`config.mk`:
```
export PLATFORM = sky130hd
export DESIGN_NAME = sensorless_commutation_controller
export DESIGN_NICKNAME = d
export VERILOG_FILES = /design/src/sc_pkg.sv /design/src/sensorless_commutation_controller.sv /design/src/pin_sync.sv
export SDC_FILE = /design/constraint.sdc
export NUM_CORES = 1
export LEC_CHECK = 0
export ABC_AREA = 1
export BUFFER_PORTS_ARGS = -buffer_cell sky130_fd_sc_hd__buf_2
export CAP_MARGIN = 20
export CORE_ASPECT_RATIO = 1.1
export CORE_MARGIN = 2
export CORE_UTILIZATION = 35
export DETAILED_ROUTE_END_ITERATION = 6
export PLACE_DENSITY = 0.48
export SYNTH_ARGS = -nofsm -noshare
export SYNTH_HDL_FRONTEND = slang
export SYNTH_HIERARCHICAL = 1
export SYNTH_SLANG_ARGS = --single-unit
```
`constraint.sdc`:
```
create_clock -name mclk_in -period 17.3 [get_ports mclk_in]
set_input_delay 1.73 -clock mclk_in [delete_from_list [all_inputs] [get_ports mclk_in]]
set_output_delay 1.73 -clock mclk_in [all_outputs]
set_load 0.03 [all_outputs]
```
`src/sc_pkg.sv`:
```
// Shared constants and types for the sensorless commutation controller
package sc_pkg;
    // Clock and timebase
    localparam int CLK_HZ = 50_000_000;
    localparam int TICK_NS = 1000;
    localparam int TICK_CYCLES = (TICK_NS * (CLK_HZ / 1_000_000) + 999) / 1000;
    localparam int TICK_CNT_W = 6;
    localparam logic [TICK_CNT_W-1:0] TICK_LAST = TICK_CNT_W'(TICK_CYCLES - 1);
    localparam int US_PER_MS = 1000;
    localparam int US_CNT_W = 10;

    // Startup timing
    localparam int PRECHECK_MS = 300;
    localparam logic [15:0] PRECHECK_MS_CNT = 16'(PRECHECK_MS);
    localparam logic [2:0] PRECHECK_EDGES = 3'h3;
    localparam logic [2:0] COAST_SYNC_EVENTS = 3'h3;
    localparam logic [15:0] ALIGN_STEP_MS = 16'h000A;

    // Electrical angle, 65536 units per electrical cycle
    localparam logic [15:0] ANGLE_60 = 16'h2AAB;
    localparam logic [15:0] ANGLE_30 = 16'h1555;
    localparam logic [15:0] WIN_STEP = 16'h00FF;
    localparam logic [4:0] WIN_FULL_CODE = 5'h1F;
    localparam logic [2:0] SECTORS = 3'h6;
    localparam logic [31:0] PHASE_INC_PER_HZ = 32'h000010C7;

    // Loop tuning
    localparam logic [15:0] ENTER_TRANSIENT_HZ = 16'h000A;
    localparam logic [15:0] LEAVE_TRANSIENT_HZ = 16'h0005;
    localparam logic [15:0] LOW_STEP_HZ = 16'h000A;
    localparam logic [15:0] OVER_STEP_HZ = 16'h0100;
    localparam int PROP_SHIFT = 4;
    localparam int INTEG_SHIFT = 8;

    // Mode encodings
    localparam logic DRIVE_SINE = 1'b0;
    localparam logic DRIVE_TRAP = 1'b1;
    localparam logic ADV_MANUAL = 1'b0;
    localparam logic ADV_AUTO = 1'b1;

    // Reset values
    localparam logic [31:0] ACC_RESET = 32'h00000000;
    localparam logic [15:0] FREQ_RESET = 16'h0000;
    localparam int CMP_W = 3;

    typedef enum logic [2:0] {
        ST_IDLE, ST_PRECHECK, ST_ALIGN, ST_RAMP, ST_COAST, ST_RUN, ST_LOST
    } stage_t;
endpackage

```
`src/sensorless_commutation_controller.sv`:
```
// Sensorless commutation controller: estimator, PI loop, startup sequencer
`timescale 1ns/1ps
module sensorless_commutation_controller #(
    parameter int MS_TICKS_US = sc_pkg::US_PER_MS
) (
    input wire logic mclk_in,
    input wire logic srst_in,
    input wire logic start_in,
    input wire logic [2:0] bemf_cmp_in,
    input wire logic drive_shape_select_in,
    input wire logic [4:0] sense_window_width_in,
    input wire logic [2:0] sense_windows_per_cycle_in,
    input wire logic advance_mode_select_in,
    input wire logic [5:0] advance_angle_in,
    input wire logic signed [7:0] measured_lead_in,
    input wire logic [1:0] auto_advance_gain_in,
    input wire logic [3:0] steady_prop_gain_in,
    input wire logic [3:0] steady_integ_gain_in,
    input wire logic [3:0] transient_prop_gain_in,
    input wire logic [3:0] transient_integ_gain_in,
    input wire logic [3:0] low_speed_limit_in,
    input wire logic [3:0] over_speed_limit_in,
    input wire logic [15:0] target_speed_hz_in,
    input wire logic [3:0] align_time_in,
    input wire logic coast_enable_in,
    input wire logic [15:0] ramp_start_hz_in,
    input wire logic [15:0] ramp_end_hz_in,
    input wire logic [7:0] ramp_inc_hz_in,
    input wire logic speed_loop_enable_in,
    input wire logic restart_on_loss_in,
    input wire logic clear_lost_in,
    output logic [15:0] elec_angle_out,
    output logic [2:0] phase_float_out,
    output logic drive_enable_out,
    output logic [15:0] speed_hz_out,
    output logic transient_out,
    output logic closed_loop_out,
    output logic speed_loop_active_out,
    output logic lost_sync_out
);
    // Sector number of an electrical angle
    function automatic logic [2:0] sector_of(input logic [15:0] a);
        logic [2:0] s;
        s = 3'h0;
        for (int i = 1; i < 6; i++) begin
            if ({16'h0000, a} >= 32'(i) * {16'h0000, sc_pkg::ANGLE_60}) begin
                s = 3'(i);
            end
        end
        return s;
    endfunction

    // Start angle of a sector
    function automatic logic [15:0] sector_base(input logic [2:0] s);
        return 16'({13'h0000, s} * sc_pkg::ANGLE_60);
    endfunction

    // Phase left undriven in each trapezoidal sector
    function automatic logic [2:0] float_mask(input logic [2:0] s);
        logic [2:0] m;
        case (s)
            3'h0, 3'h3: m = 3'h1;
            3'h1, 3'h4: m = 3'h4;
            default: m = 3'h2;
        endcase
        return m;
    endfunction

    // Saturate a signed speed into the unsigned 16-bit range
    function automatic logic [15:0] clamp_freq(input logic signed [18:0] v);
        logic [15:0] r;
        if (v < 0) begin
            r = 16'h0000;
        end else if (v > 19'sh0FFFF) begin
            r = 16'hFFFF;
        end else begin
            r = v[15:0];
        end
        return r;
    endfunction

    logic [2:0] cmp_stable;
    pin_sync #(.WIDTH(sc_pkg::CMP_W)) u_cmp_sync (
        .mclk_in(mclk_in),
        .srst_in(srst_in),
        .async_in(bemf_cmp_in),
        .stable_out(cmp_stable)
    );

    sc_pkg::stage_t stage_reg, stage_next;
    logic [sc_pkg::TICK_CNT_W-1:0] tick_cnt_reg, tick_cnt_next;
    logic [sc_pkg::US_CNT_W-1:0] us_cnt_reg, us_cnt_next;
    logic [31:0] acc_reg, acc_next;
    logic [15:0] freq_reg, freq_next;
    logic [15:0] timer_reg, timer_next;
    logic [2:0] events_reg, events_next;
    logic [2:0] sector_reg, sector_next;
    logic [2:0] cmp_prev_reg, cmp_prev_next;
    logic [2:0] win_cnt_reg, win_cnt_next;
    logic detected_reg, detected_next;
    logic win_seen_reg, win_seen_next;
    logic signed [15:0] auto_off_reg, auto_off_next;
    logic [2:0] float_next;
    logic drive_next, transient_next, lost_next;

    logic us_tick, ms_tick, loop_on, sensing, edge_seen, detect, comm_point;
    logic [15:0] angle, pos, zc_pos, width, win_lo, win_hi, diff, offset;
    logic [2:0] sector, fmask, win_limit;
    logic [3:0] kp, ki;
    logic signed [16:0] err;
    logic signed [21:0] prod_p, prod_i;
    logic signed [16:0] delta;

    // Timebase enables; angle and sensing window geometry
    always_comb begin
        us_tick = (tick_cnt_reg == sc_pkg::TICK_LAST);
        ms_tick = us_tick && (us_cnt_reg == sc_pkg::US_CNT_W'(MS_TICKS_US - 1));
        angle = acc_reg[31:16];
        sector = sector_of(angle);
        pos = angle - sector_base(sector);
        fmask = float_mask(sector);
        if (advance_mode_select_in == sc_pkg::ADV_MANUAL) begin
            offset = {10'h000, advance_angle_in} * sc_pkg::WIN_STEP;
        end else begin
            offset = auto_off_reg[15:0];
        end
        zc_pos = sc_pkg::ANGLE_30 + offset;
        if (zc_pos >= sc_pkg::ANGLE_60) begin
            zc_pos = sc_pkg::ANGLE_60 - 16'h0001;
        end
        width = {11'h000, sense_window_width_in} * sc_pkg::WIN_STEP;
        win_lo = (zc_pos > width) ? zc_pos - width : 16'h0000;
        win_hi = zc_pos + (width >> 1);
        if (sense_window_width_in == sc_pkg::WIN_FULL_CODE) begin
            win_lo = 16'h0000;
            win_hi = sc_pkg::ANGLE_60;
        end
        // Zero requests every sector so sensing can never be switched off
        win_limit = (sense_windows_per_cycle_in == 3'h0 ||
                     sense_windows_per_cycle_in > sc_pkg::SECTORS) ?
                    sc_pkg::SECTORS : sense_windows_per_cycle_in;
    end

    // Crossing detection and loop error
    always_comb begin
        loop_on = (stage_reg == sc_pkg::ST_COAST) ||
                  (stage_reg == sc_pkg::ST_RUN);
        if (drive_shape_select_in == sc_pkg::DRIVE_TRAP) begin
            sensing = 1'b1;
        end else begin
            sensing = (pos >= win_lo) && (pos < win_hi) &&
                      (win_cnt_reg < win_limit);
        end
        edge_seen = |((cmp_stable ^ cmp_prev_reg) & fmask);
        detect = loop_on && sensing && edge_seen && !detected_reg;
        comm_point = (sector != sector_reg);
        kp = transient_out ? transient_prop_gain_in
                           : steady_prop_gain_in;
        ki = transient_out ? transient_integ_gain_in
                           : steady_integ_gain_in;
        err = $signed({1'b0, zc_pos}) - $signed({1'b0, pos});
        prod_p = err * $signed({1'b0, kp});
        prod_i = err * $signed({1'b0, ki});
        diff = (freq_reg > target_speed_hz_in) ?
               freq_reg - target_speed_hz_in : target_speed_hz_in - freq_reg;
        delta = ($signed({11'h000, advance_angle_in}) -
                 17'(measured_lead_in)) <<< auto_advance_gain_in;
    end

    // Sequencer, estimator and loop next-state
    always_comb begin
        stage_next = stage_reg;
        tick_cnt_next = us_tick ? '0 : tick_cnt_reg + 1'b1;
        us_cnt_next = ms_tick ? '0 : (us_tick ? us_cnt_reg + 1'b1 : us_cnt_reg);
        acc_next = acc_reg;
        freq_next = freq_reg;
        timer_next = ms_tick ? timer_reg + 16'h0001 : timer_reg;
        events_next = events_reg;
        sector_next = sector;
        cmp_prev_next = cmp_stable;
        win_cnt_next = win_cnt_reg;
        detected_next = detected_reg;
        win_seen_next = win_seen_reg || sensing;
        auto_off_next = auto_off_reg;
        drive_next = drive_enable_out;
        transient_next = transient_out;
        // A new loss wins over a clear in the same cycle
        lost_next = clear_lost_in ? 1'b0 : lost_sync_out;
        if (us_tick && stage_reg != sc_pkg::ST_ALIGN) begin
            acc_next = acc_reg + 32'(freq_reg) * sc_pkg::PHASE_INC_PER_HZ;
        end
        if (comm_point) begin
            detected_next = 1'b0;
            win_seen_next = 1'b0;
            win_cnt_next = (win_cnt_reg == sc_pkg::SECTORS - 3'h1) ?
                           3'h0 : win_cnt_reg + 3'h1;
        end
        case (stage_reg)
            sc_pkg::ST_IDLE: begin
                drive_next = 1'b0;
                if (start_in) begin
                    stage_next = sc_pkg::ST_PRECHECK;
                    timer_next = 16'h0000;
                    events_next = 3'h0;
                end
            end
            sc_pkg::ST_PRECHECK: begin
                drive_next = 1'b0;
                if (|(cmp_stable ^ cmp_prev_reg) &&
                    events_reg != 3'h7) begin
                    events_next = events_reg + 3'h1;
                end
                if (events_reg >= sc_pkg::PRECHECK_EDGES) begin
                    // Already turning: skip align and ramp, sync by coasting
                    stage_next = sc_pkg::ST_COAST;
                    freq_next = ramp_start_hz_in;
                    events_next = 3'h0;
                end else if (timer_reg >= sc_pkg::PRECHECK_MS_CNT) begin
                    timer_next = 16'h0000;
                    acc_next = sc_pkg::ACC_RESET;
                    if (align_time_in != 4'h0) begin
                        stage_next = sc_pkg::ST_ALIGN;
                        drive_next = 1'b1;
                    end else begin
                        stage_next = sc_pkg::ST_RAMP;
                        drive_next = 1'b1;
                        freq_next = ramp_start_hz_in;
                    end
                end
            end
            sc_pkg::ST_ALIGN: begin
                freq_next = sc_pkg::FREQ_RESET;
                if (timer_reg >= {12'h000, align_time_in} *
                                 sc_pkg::ALIGN_STEP_MS) begin
                    stage_next = sc_pkg::ST_RAMP;
                    timer_next = 16'h0000;
                    freq_next = ramp_start_hz_in;
                end
            end
            sc_pkg::ST_RAMP: begin
                if (freq_reg >= ramp_end_hz_in) begin
                    events_next = 3'h0;
                    if (coast_enable_in) begin
                        stage_next = sc_pkg::ST_COAST;
                        drive_next = 1'b0;
                    end else begin
                        stage_next = sc_pkg::ST_RUN;
                    end
                end else if (ms_tick) begin
                    freq_next = clamp_freq($signed({3'b000, freq_reg}) +
                                $signed({11'h000, ramp_inc_hz_in}));
                end
            end
            sc_pkg::ST_COAST, sc_pkg::ST_RUN: begin
                if (detect) begin
                    detected_next = 1'b1;
                    // Proportional term pulls phase, integral pulls speed
                    acc_next = acc_next +
                               {16'(prod_p >>> sc_pkg::PROP_SHIFT), 16'h0000};
                    freq_next = clamp_freq($signed({3'b000, freq_reg}) +
                                19'(prod_i >>> sc_pkg::INTEG_SHIFT));
                    if (events_reg != 3'h7) begin
                        events_next = events_reg + 3'h1;
                    end
                    if (freq_next > {12'h000, over_speed_limit_in} *
                                    sc_pkg::OVER_STEP_HZ) begin
                        stage_next = sc_pkg::ST_LOST;
                    end
                end else if (comm_point && win_seen_reg && !detected_reg) begin
                    // A missed crossing slows the sequence, and below the low speed limit declares loss
                    freq_next = clamp_freq($signed({3'b000, freq_reg}) -
                                $signed({15'h0000, kp}));
                    if (freq_next < {12'h000, low_speed_limit_in} *
                                    sc_pkg::LOW_STEP_HZ) begin
                        stage_next = sc_pkg::ST_LOST;
                    end
                end
                if (stage_reg == sc_pkg::ST_COAST &&
                    events_reg >= sc_pkg::COAST_SYNC_EVENTS &&
                    stage_next != sc_pkg::ST_LOST) begin
                    stage_next = sc_pkg::ST_RUN;
                    drive_next = 1'b1;
                end
                if (stage_reg == sc_pkg::ST_RUN && comm_point &&
                    advance_mode_select_in == sc_pkg::ADV_AUTO) begin
                    // Offset kept within half a sector to stay in the window
                    auto_off_next = auto_off_reg + delta[15:0];
                    if (auto_off_next < 0) begin
                        auto_off_next = 16'sh0000;
                    end else if (auto_off_next > $signed(sc_pkg::ANGLE_30)) begin
                        auto_off_next = $signed(sc_pkg::ANGLE_30);
                    end
                end
                if (!transient_out && diff > sc_pkg::ENTER_TRANSIENT_HZ) begin
                    transient_next = 1'b1;
                end else if (transient_out &&
                             diff < sc_pkg::LEAVE_TRANSIENT_HZ) begin
                    transient_next = 1'b0;
                end
                if (stage_next == sc_pkg::ST_LOST) begin
                    lost_next = 1'b1;
                    drive_next = 1'b0;
                    freq_next = sc_pkg::FREQ_RESET;
                end
            end
            sc_pkg::ST_LOST: begin
                drive_next = 1'b0;
                transient_next = 1'b0;
                if (restart_on_loss_in && start_in) begin
                    stage_next = sc_pkg::ST_PRECHECK;
                    timer_next = 16'h0000;
                    events_next = 3'h0;
                end else if (!start_in) begin
                    stage_next = sc_pkg::ST_IDLE;
                end
            end
            default: begin
                stage_next = sc_pkg::ST_IDLE;
            end
        endcase
        if (!start_in && stage_reg != sc_pkg::ST_LOST) begin
            stage_next = sc_pkg::ST_IDLE;
            drive_next = 1'b0;
            freq_next = sc_pkg::FREQ_RESET;
        end
        // Sine drive floats the phase only inside the window
        if (drive_shape_select_in == sc_pkg::DRIVE_TRAP || !drive_next) begin
            float_next = drive_next ? float_mask(sector_of(acc_next[31:16]))
                                    : 3'h7;
        end else begin
            float_next = sensing ? fmask : 3'h0;
        end
    end

    // State registers
    always_ff @(posedge mclk_in) begin
        if (srst_in) begin
            stage_reg <= sc_pkg::ST_IDLE;
            tick_cnt_reg <= '0;
            us_cnt_reg <= '0;
            acc_reg <= sc_pkg::ACC_RESET;
            freq_reg <= sc_pkg::FREQ_RESET;
            timer_reg <= 16'h0000;
            events_reg <= 3'h0;
            sector_reg <= 3'h0;
            cmp_prev_reg <= 3'h0;
            win_cnt_reg <= 3'h0;
            detected_reg <= 1'b0;
            win_seen_reg <= 1'b0;
            auto_off_reg <= 16'sh0000;
            phase_float_out <= 3'h7;
            drive_enable_out <= 1'b0;
            transient_out <= 1'b0;
            lost_sync_out <= 1'b0;
            elec_angle_out <= 16'h0000;
            speed_hz_out <= 16'h0000;
            closed_loop_out <= 1'b0;
            speed_loop_active_out <= 1'b0;
        end else begin
            stage_reg <= stage_next;
            tick_cnt_reg <= tick_cnt_next;
            us_cnt_reg <= us_cnt_next;
            acc_reg <= acc_next;
            freq_reg <= freq_next;
            timer_reg <= timer_next;
            events_reg <= events_next;
            sector_reg <= sector_next;
            cmp_prev_reg <= cmp_prev_next;
            win_cnt_reg <= win_cnt_next;
            detected_reg <= detected_next;
            win_seen_reg <= win_seen_next;
            auto_off_reg <= auto_off_next;
            phase_float_out <= float_next;
            drive_enable_out <= drive_next;
            transient_out <= transient_next;
            lost_sync_out <= lost_next;
            elec_angle_out <= acc_next[31:16];
            speed_hz_out <= freq_next;
            closed_loop_out <= (stage_next == sc_pkg::ST_RUN);
            speed_loop_active_out <= (stage_next == sc_pkg::ST_RUN) &&
                                     speed_loop_enable_in;
        end
    end
endmodule // sensorless_commutation_controller

```
`src/pin_sync.sv`:
```
// Three-stage input synchroniser with agreement filter
`timescale 1ns/1ps
module pin_sync #(
    parameter int WIDTH = 3
) (
    input wire logic mclk_in,
    input wire logic srst_in,
    input wire logic [WIDTH-1:0] async_in,
    output logic [WIDTH-1:0] stable_out
);
    logic [WIDTH-1:0] s1_reg;
    logic [WIDTH-1:0] s2_reg;
    logic [WIDTH-1:0] s3_reg;
    logic [WIDTH-1:0] stable_next;

    // A bit changes only once the second and third stages agree
    always_comb begin
        stable_next = stable_out;
        for (int i = 0; i < WIDTH; i++) begin
            if (s2_reg[i] == s3_reg[i]) begin
                stable_next[i] = s3_reg[i];
            end
        end
    end

    // The first stage feeds only the second stage
    always_ff @(posedge mclk_in) begin
        if (srst_in) begin
            s1_reg <= '0;
            s2_reg <= '0;
            s3_reg <= '0;
            stable_out <= '0;
        end else begin
            s1_reg <= async_in;
            s2_reg <= s1_reg;
            s3_reg <= s2_reg;
            stable_out <= stable_next;
        end
    end
endmodule // pin_sync

```
==> After elaboration in Yosys (flattened, before gate mapping) <==
Index checks and enable logic that the tools add are counted.
{ "op_classes": {"n_shift": 1, "n_reduce_logical": 51, "add_sub_neg": 19, "magnitude_cmp": 33, "muxes": 105, "n_mul": 8, "eq_ne": 38, "bitwise": 2} }
{ "ops": {"columns": ["op", "n"], "rows": [
  ["two-way mux 16 bit", 34],
  ["two-way mux 32 bit", 4],
  ["case mux 16 bit (4 select lines)", 2],
  ["two-way mux 3 bit", 34],
  ["greater-or-equal comparator 16 bit, second input constant", 6],
  ["case mux 32 bit (2 select lines)", 1],
  ["greater-or-equal comparator 16 x 14 -> 1 bit, second input constant", 3],
  ["subtractor 16 bit", 3],
  ["< comparator 17 x 1 -> 1 bit, second input constant", 2],
  ["adder 32 x 29 -> 32 bit", 1],
  ["adder 32 bit", 1],
  ["greater-or-equal comparator 16 x 15 -> 1 bit, second input constant", 2],
  ["greater-or-equal comparator 16 bit", 2],
  ["multiplier 16 x 13 -> 29 bit, second input constant", 1],
  ["equality test 3 bit, second input constant", 8],
  ["multiplier 17 x 5 -> 22 bit", 1],
  ["inequality test 3 bit, second input constant", 7],
  ["multiplier 17 x 5 -> 20 bit", 1],
  ["two-way mux 1 bit", 20],
  ["OR reduction 2 bit", 10],
  ["logical AND 1 bit", 19],
  ["adder 17 x 14 -> 18 bit", 1],
  ["> comparator 18 x 17 -> 1 bit, second input constant", 1],
  ["< comparator 18 x 1 -> 1 bit, second input constant", 1],
  ["62 further kinds", 92]
]} }
{ "word_totals": {"input_bits": 120, "out_inout_bits": 40, "elab_cells": 283, "ff_bits": 149} }

==> Depth between registers and ports, before layout <==
Gate-level depths: netlist of the first run.
{ "logic_depth": {"word_depth": 38, "mapped_depth": 92, "depth_no_buf": 90} }

==> Hierarchy <==
The synthesis of the first run kept the hierarchy.
{ "by_module_without_submodules": {"columns": ["mod", "instances", "cells_per_inst", "seq_area_each_um2", "area_each_um2"], "rows": [
  ["sensorless_commutation_controller", 1, 3966, 2402.3, 27247.4],
  ["pin_sync", 1, 41, 240.2, 387.9]
]} }

==> Least setup slack after synthesis of the first run <==
Ideal clock, no wire load.
{ "synth_path": {"path_type": "input port to flip-flop", "start": "input advance_angle_in[3]", "end": "register freq_reg[14]", "cell_stages": 79, "arrival_ps": 13479, "setup_ps": 122, "n_path_buf": 4, "path_slack_ps": 3699, "required_time_ps": 17178, "path_cell_list": "fa_1 -> inv_1 -> fa_1 -> inv_1 -> fa_1 -> ha_1 -> nand2_1 -> inv_1 -> a21oi_1 -> nand2_1 -> nand2_1 -> nand3_1 -> nand2_1 -> nor2_1 -> nor2_1 -> nand2_1 -> nand3_1 -> nand3_1 -> [43 not listed] -> buf_6 -> clkbuf_1 -> nand2_1 -> inv_1 -> ha_1 -> nand2_1 -> nor2_1 -> a211oi_1 -> nand2_1 -> nand3_2 -> nand2_2 -> nand2_4 -> nand3_2 -> nand3_4 -> buf_8 -> nand2_1 -> nand2_1 -> a21oi_2"} }
{ "synth_via": {"elab_chain_len": 24, "elab_cells_between_ends": 42} }
{ "synth_rtl": {"columns": ["element", "line_no", "source"], "rows": [
  ["start, declared", "sensorless_commutation_controller.sv:14", "input wire logic [5:0] advance_angle_in,"],
  ["multiplier 6 x 8 -> 14 bit *", "sensorless_commutation_controller.sv:123", "offset = {10'h000, advance_angle_in} * sc_pkg::WIN_STEP;"],
  ["two-way mux 16 bit *", "sensorless_commutation_controller.sv:122", "if (advance_mode_select_in == sc_pkg::ADV_MANUAL) begin"],
  ["adder 13 x 16 -> 16 bit *", "sensorless_commutation_controller.sv:127", "zc_pos = sc_pkg::ANGLE_30 + offset;"],
  ["greater-or-equal comparator 16 x 14 -> 1 bit", "sensorless_commutation_controller.sv:128", "if (zc_pos >= sc_pkg::ANGLE_60) begin"],
  ["two-way mux 16 bit *", "sensorless_commutation_controller.sv:128", null],
  ["subtractor 16 x 16 -> 17 bit, or another cell as far along", "sensorless_commutation_controller.sv:161", "err = $signed({1'b0, zc_pos}) - $signed({1'b0, pos});"],
  ["multiplier 17 x 5 -> 22 bit or two-way mux 16 bit (tied branches)", "sensorless_commutation_controller.sv:163, sensorless_commutation_controller.sv:132", null],
  ["adder 17 x 14 -> 18 bit or two-way mux 16 bit (tied branches)", "sensorless_commutation_controller.sv:260, sensorless_commutation_controller.sv:134", null],
  ["[8 not listed]", null, null],
  ["two-way mux 3 bit", "sensorless_commutation_controller.sv:198", "case (stage_reg)"],
  ["inequality test 3 bit", "sensorless_commutation_controller.sv:280", "stage_next != sc_pkg::ST_LOST) begin"],
  ["logical AND 1 bit", "sensorless_commutation_controller.sv:279", "events_reg >= sc_pkg::COAST_SYNC_EVENTS &&"],
  ["two-way mux 3 bit", "sensorless_commutation_controller.sv:278", "if (stage_reg == sc_pkg::ST_COAST &&"],
  ["two-way mux 3 bit", "sensorless_commutation_controller.sv:198", null],
  ["equality test 3 bit", "sensorless_commutation_controller.sv:300", "if (stage_next == sc_pkg::ST_LOST) begin"],
  ["inequality test 4 bit (no line) or two-way mux 16 bit (tied branches)", null, null],
  ["AND reduction 6 bit (no line) or case mux 16 bit (4 select lines) (tied branches)", null, null],
  ["end signal, assigned", "sensorless_commutation_controller.sv:342", "freq_reg <= sc_pkg::FREQ_RESET;"],
  ["end signal, assigned", "sensorless_commutation_controller.sv:364", "freq_reg <= freq_next;"],
  ["end, declared", "sensorless_commutation_controller.sv:94", "logic [15:0] freq_reg, freq_next;"]
]} }
Every way passes the cells marked *; elsewhere a longest branch is shown, timed or not. The select of a mux whose other input is x is not followed.
A chain may end at the register's enable or synchronous reset.

==> Final worst setup path of the first run <==
{ "layout_path": {"start": "input advance_angle_in[3]", "end": "register freq_reg[13]"} }
Same word-level chain as after synthesis.

==> results of run 1 <==
-- layout make-up --
class	count	share of cell area
clock buffer	18	0.01454
multi-input combinational	2948	0.7077
sequential	132	0.08751
tap	1045	0.04330
timing repair buffer	193	0.03481
clock inverter	14	0.005014
antenna	1	0.00008287
inverter	860	0.1071
-- cell families after synthesis --
| family | Yosys count | share of synthesized area |
|---|---|---|
| xor gates and xnor gates | 196 | 0.06293 |
| DFF | 132 | 0.09562 |
| muxes | 10 | 0.003713 |
| AOI/OAI and AO/OA | 706 | 0.1465 |
| and+or+nand+nor | 1373 | 0.2120 |
| adders and majority gates | 658 | 0.3465 |
| other | 2 | 0.0002718 |
| buffers and inverters | 930 | 0.1325 |
-- routing by layer --
layer  part of all wire  vias up  track usage
met2               0.48      449       0.3703
met3              0.039       95      0.02804
met4              0.028        2      0.06646
met1               0.46    11616       0.2736
li1                   -    13090            -
met5            0.00015        -            0
-- through the flow --
| step | util | area, um^2 | hold WS [ns] | setup slack (ns) | std cells |
|---|---|---|---|---|---|
| final | 0.3846 | 30200 | 0.4033 | 1.935 | 5211 |
| after global routing | 0.3846 | 30200 | 0.4235 | 0.3459 | 5211 |
| after CTS | 0.3846 | 30190 | 0.4041 | 1.964 | 5210 |
| after detailed placement | 0.3770 | 29600 | 0.3947 | 1.456 | 5178 |
| after global placement | 0.3770 | 29600 | 0.3966 | 1.770 | 5178 |
| after floorplan | - | 27650 | 0.3883 | 3.699 | 4010 |
-- final timing paths --
check / from / endpoint / depth (start not counted)
setup reg to reg: elec_angle_out[4]$_SDFF_PP0_ / freq_reg[13]$_SDFFE_PP0P_ / 71
setup / recovery: advance_angle_in[3] / freq_reg[13]$_SDFFE_PP0P_ / 77
hold / removal: u_cmp_sync/s1_reg[2]$_SDFF_PP0_ / u_cmp_sync/s2_reg[2]$_SDFF_PP0_ / 2
hold reg to reg: u_cmp_sync/s1_reg[2]$_SDFF_PP0_ / u_cmp_sync/s2_reg[2]$_SDFF_PP0_ / 2
-- cell usage in the layout, fill, tap and decap left out, types with 6 or more instances in the layout --
cell type    n
inv_1      848
nor2_2      12
a31oi_1     15
mux2i_1      6
nand4_1     44
nor2_1     393
dfxtp_1    132
o21ai_1     12
o21bai_1    31
a21boi_0     6
clkinv_1     7
a21oi_1    301
a21oi_2     17
nand3b_1    10
clkbuf_16   17
o221ai_1     6
ha_1       479
xor2_1     125
xnor2_1     69
nor3_1      31
nand2_1    634
nand3_1    156
a211oi_1    14
o31ai_1      8
o21a_1      16
buf_4       34
or2_2       23
o21ai_0    210
buf_2      159
nor4_1      19
nand2_2     24
o211ai_1    11
fa_1       179
a21o_1      16
-- worst max-delay path: cells and delay by family --
kind | cells | cell delay [ns]
simple gates | 31 | 3.52
xor+xnor | 3 | 1.27
buf+inv | 11 | 1.14
fa+ha+maj | 11 | 4.47
compound gates | 21 | 3.61
==> summary.txt, run 1 <==
Critical path
  – Critical-path top delay cell: xor3_1
  – Crit path DAT: between 15 and 20 ns
  – Critical Path Start Type: input port
  – Worst Path Class, Setup: in -> reg
  – Crit path required time: between 15 and 20 ns
  – Worst setup EP type: flop
  – Critical path's largest stage delay: ~0.75 ns
  – Worst path most repeated cell: nand2_1
  – R2R setup slack: approximately 3.0 ns
  – CP max FO: 32

Drt
  – DR WL/cell: around 16 um
  – Vias: roughly 25000
  – Final wirelength: between 80 and 90 mm
  – Final ANT Viol Nets: 0
  – DRC: 0
  – Vias per std cell: between 4 and 5
  – 1st-iter DRT viols: about 1200
  – Drt pass-1 iters: 7

Clock tree
  – Post-CTS setup buffer count: 0
  – CTS Hold Bufs: 0
  – CTS root buf: clkbuf_16
  – TritonCTS Buffers: 17
  – CTS tree: yes
  – Clk slew on worst S/H paths: 0.07 ns
  – PostCTS Resize Cnt: 0
  – CTS max path bufs: 2
  – TritonCTS Sinks: ~130
  – Clock Latency Late Sink: 0.51 ns
  – H-tree Lvls: 4

Synth
  – Fraction of registers with async set/reset: 0
  – Netlist cell types: 73
  – Most common cell in the netlist: inv_1
  – Main flop type after synthesis: dfxtp_1
  – Cell count after synthesis: 4007
  – Sequential share of the synthesized area: 0.09562
  – Synth area leaders: ha_1 22%, fa_1 13%, inv_1 12%, dfxtp_1 9.6%, nand2_1 8.6%
  – Mapped Area: between 0.02 and 0.03 mm^2
  – Yosys top cell area share: 0.2169
  – Commonest cells in the netlist: 848 x inv_1, 634 x nand2_1, 479 x ha_1
  – Number of synthesis warnings: 6
  – Yosys reg bits: approximately 130
  – Number of enable flip-flop cells after synthesis: 0
  – Synth area leader: ha_1
  – Syn_area_per_cell: between 6 and 7 um^2

STA
  – Fin crit share: 0.8881
  – Setup_tns: 0 ns
  – Unrepaired setup endpoints after global routing: no
  – Worst Skew: ~0.021 ns
  – Fmax: 65.08 MHz
  – Period minus WS final: roughly 15 ns
  – Slew HR: 0.2953
  – Worst-margin pin slew: 1.049 ns
  – Slew Viols, Final: 0
  – Setup violations, final: 0
  – Hold Fails Final Rpt: 0

Placed design
  – Detail Placement HPWL: roughly 72 mm
  – Placer congestion estimate: around 0.92
  – IO Port Bufs: ~160

Global routing
  – Gr usage total: 0.2134
  – Largest net degree at the start of global routing: 53
  – Gr ovfl total: 0
  – Global-route wire length before repair: 135.8 mm
  – Vias in the first global route: approximately 25000
  – Antenna violations before repair: 4

Status
  – Status: finished clean

Floorplanning
  – Die area: 0.08122 mm^2
  – Initial core utilization: 0.3520
  – Vert. Die Dim: about 300 um
  – Die X: between 200 and 300 um
  – Core ar.: approximately 0.079 mm^2
  – Num rows: 108
  – Io pins: between 150 and 200

Cells and area
  – Layout Nets: a little under 5000
  – Reg area: approximately 0.0026 mm^2
  – Area Overhead vs Synth: 9.263%
  – FILL cells: ~8600
  – Layout cell share with drive strength beyond 1: 0.07947
  – Multi-input logic area: ~0.021 mm^2

Run
  – MaxCap Viol Count: 0

Min path
  – Tightest Hold Check Type: reg -> reg
Power of run 1 is left out: the tool's default activity adds up to more than one toggle a clock period on the data nets, which glitch-free logic cannot reach.
==> run 2, diff against run 1 <==
--- a/config.mk
+++ b/config.mk
@@ -5,14 +5,13 @@
 export SDC_FILE = /design/constraint.sdc
 export NUM_CORES = 1
 export LEC_CHECK = 0
-export ABC_AREA = 1
 export BUFFER_PORTS_ARGS = -buffer_cell sky130_fd_sc_hd__buf_2
 export CAP_MARGIN = 20
 export CORE_ASPECT_RATIO = 1.1
 export CORE_MARGIN = 2
-export CORE_UTILIZATION = 35
+export CORE_UTILIZATION = 53
 export DETAILED_ROUTE_END_ITERATION = 6
-export PLACE_DENSITY = 0.48
+export PLACE_DENSITY = 0.68
 export SYNTH_ARGS = -nofsm -noshare
 export SYNTH_HDL_FRONTEND = slang
 export SYNTH_HIERARCHICAL = 1
==> run 2 against run 1 <==
  * Critical path depth down 15
  * First-iteration DRC count increased by 35%
  * Setup slack lost 1.1 ns
  * Cell area is 0.14% lower
  * Worst hold slack better by 0.040 ns
  * Maximum frequency shrank 6.6%
  * Global-route usage rose by 8.2 points
  * Via count is 0.53% higher
  * Sequential share of layout area about the same
==> summary.txt, run 2 <==
Status
  – Status: finished clean

Synth
  – Sequential share of the synthesized area: 0.09482 (-0.0007985)
  – Syn_area_per_cell: 7.808 um^2 (+13%)
  – Fraction of registers with async set/reset: 0 (unchanged)
  – Most common cell in the netlist: inv_1
  – Number of enable flip-flop cells after synthesis: 0 (unchanged)
  – Netlist cell types: 102 (+40%)
  – Mapped Area: 0.02787 mm^2 (+0.84%)
  – Number of synthesis warnings: 6 (unchanged)
  – Yosys reg bits: 132 (unchanged)
  – Synth area leader: ha_1
  – Synth area leaders: ha_1 22%, fa_1 13%, dfxtp_1 9.5%, inv_1 7.2%, xnor2_1 5.2%
  – Main flop type after synthesis: dfxtp_1
  – Yosys top cell area share: 0.2151 (-0.001811)
  – Commonest cells in the netlist: 533 x inv_1, 479 x ha_1, 321 x nor2_1
  – Cell count after synthesis: 3569 (-11%)

Cells and area
  – Layout cell share with drive strength beyond 1: 0.08800 (+0.008526)
  – Core Util, Final: 0.5777 (+0.1931)
  – Most common cell after layout, fill and taps aside: inv_1
  – Reg area: 0.002643 mm^2 (unchanged)
  – Layout Nets: 4481 (-9.1%)
  – FILL cells: 5010 (-42%)
  – Area Overhead vs Synth: 8.198%
  – Commonest cells after routing, fill and taps aside: 533 x inv_1, 479 x ha_1, 319 x nor2_1, 270 x a21oi_1, 221 x nand2_1
  – Multi-input logic area: 0.02291 mm^2 (+7.2%)
  – ANT cells: 0 (-1)

Placed design
  – IO Port Bufs: 159 (unchanged)
  – Detail Placement HPWL: 66.30 mm (-7.7%)
  – Placer congestion estimate: 0.9843 (+6.5%)

Critical path
  – Crit path DAT: 16.83 ns (+1.07 ns)
  – Worst Path Class, Setup: in -> reg
  – Critical Path Start Type: input port
  – Critical-path top delay cell: fa_1
  – Critical path's largest stage delay: 0.66 ns (-0.09 ns)
  – Crit path required time: 17.69 ns (about the same)
  – CP max FO: 16 (-50%)
  – Worst setup EP type: flop
  – Worst path most repeated cell: ha_1

Global routing
  – Global-route wire length before repair: 129.2 mm (-4.9%)
  – Largest net degree at the start of global routing: 42 (-21%)
  – Gr usage total: 0.2956 (+0.08219)
  – Gr ovfl total: 0 (unchanged)
  – Vias in the first global route: 24695 (-1.4%)
  – Antenna violations before repair: 0 (-4)

STA
  – Period minus WS final: 16.44 ns (+1.079 ns)
  – Hold Fails Final Rpt: 0 (unchanged)
  – Slew Viols, Final: 0 (unchanged)
  – Hold slack: 0.4433 ns (+0.04002 ns)
  – Worst-margin pin slew: 1.046 ns (-0.002837 ns)
  – Setup violations, final: 0 (unchanged)
  – Fin crit share: 0.9505 (+0.06239)
  – Slew HR: 0.3000 (+0.004696)
  – Fmax: 60.81 MHz (-6.6%)
  – Worst Skew: 0.01237 ns (-0.008800 ns)

Drt
  – DR WL/cell: 18.31 um (+11%)
  – Final ANT Viol Nets: 0 (unchanged)
  – Vias: 25385 (+0.53%)
  – Drt pass-1 iters: 6 (-1)
  – 1st-iter DRT viols: 1636 (+35%)
  – DRC: 0 (unchanged)
  – Final wirelength: 80.39 mm (-6.2%)
  – Vias per std cell: 5.781 (+19%)

Clock tree
  – CTS max path bufs: 2 (unchanged)
  – TritonCTS Buffers: 17 (unchanged)
  – TritonCTS Sinks: 132 (unchanged)
  – Clk slew on worst S/H paths: 0.07 ns (about the same)
  – Clock Latency Late Sink: 0.46 ns (-0.05 ns)
  – CTS root buf: clkbuf_16
  – H-tree Lvls: 4 (unchanged)
  – CTS tree: yes
  – CTS Hold Bufs: 0 (unchanged)

Floorplanning
  – Die area: 0.05443 mm^2 (-33%)
  – Io pins: 160 (unchanged)
  – Core ar.: 0.05219 mm^2 (-34%)
  – Vert. Die Dim: 244.5 um (-18%)
  – Initial core utilization: 0.5340 (+0.1820)
  – Num rows: 88 (-19%)
  – Die X: 222.6 um (-18%)

Run
  – MaxCap Viol Count: 0 (unchanged)

Min path
  – Tightest Hold Check Type: reg -> reg
## run 2: cell types whose count changed in the layout (fill, tap and decap cells not counted), sizes merged, moves of 50 or more
cell | previous run | this run
xor2 | 126 | 71
a21o | 16 | 101
inv | 856 | 543
nand2b | 1 | 51
nor2b | 0 | 50
o21ai | 226 | 151
xnor2 | 69 | 167
nor2 | 407 | 322
nand3 | 162 | 73
nand2 | 660 | 222
## run 2: kinds of logic (layout without fill, tap and decap cells)
kind of cell	Yosys count	in the layout	share of synthesized area
simple gates	993	993	0.1737
fa+ha+maj	660	660	0.3444
buf+inv	631	775	0.08849
flops	132	132	0.09482
other cells	2	5	0.0002695
xor+xnor	242	242	0.07808
mux	50	50	0.01917
compound gates	859	859	0.2011
## run 2: worst paths after layout
check,startpoint,to,slack (ns),cells past startpoint
setup reg to reg,elec_angle_out[3]$_SDFF_PP0_,freq_reg[0]$_SDFFE_PP0P_,2.38,63
setup / recovery,advance_angle_in[3],freq_reg[0]$_SDFFE_PP0P_,0.86,62
hold / removal,u_cmp_sync/s1_reg[1]$_SDFF_PP0_,u_cmp_sync/s2_reg[1]$_SDFF_PP0_,0.44,1
hold reg to reg,u_cmp_sync/s1_reg[1]$_SDFF_PP0_,u_cmp_sync/s2_reg[1]$_SDFF_PP0_,0.44,1
## run 2: layout make-up
| type | instances | area share |
|---|---|---|
| multi-input combinational | 2809 | 0.7599 |
| sequential | 132 | 0.08764 |
| inverter | 539 | 0.06710 |
| timing repair buffer | 204 | 0.03759 |
| tap | 675 | 0.02801 |
| clock buffer | 18 | 0.01423 |
| clock inverter | 14 | 0.005560 |
## run 2: worst max-delay path: cells and delay by family
family / cells / cell delay (ns)
adder cells (fa/ha/maj): 11 / 4.59
AO/OA/AOI/OAI: 26 / 5.60
buffers and inverters: 6 / 0.53
AND/OR/NAND/NOR: 14 / 2.96
XOR/XNOR: 5 / 1.39
## run 2: what timing repair did
action,CTS,global route
gates resized for setup,0,18
setup endpoints to repair,0,25
endpoints found under the hold margin,0,0
setup buffers,0,2
## run 2: per-stage QoR
stage | cells | area, um^2 | setup slack [ns] | TNS [ns]
4_1_cts | 4389 | 30030 | 0.5888 | 0
5_1_grt | 4391 | 30150 | -0.01268 | -0.01268
3_3_place_gp | 4356 | 29430 | 0.3877 | 0
6_report | 4391 | 30150 | 0.8559 | 0
2_1_floorplan | 3572 | 27880 | 1.292 | 0
3_5_place_dp | 4357 | 29430 | 0.1174 | 0
## run 2: metal layers
layer	up-vias	GRT usage	routed length (um)
li1	12502	-	-
met4	0	0.1402	3910
met5	-	0	0
met3	189	0.03352	3800
met1	11963	0.3504	33510
met2	731	0.5315	39170
Power of run 2 is left out for the same reason.
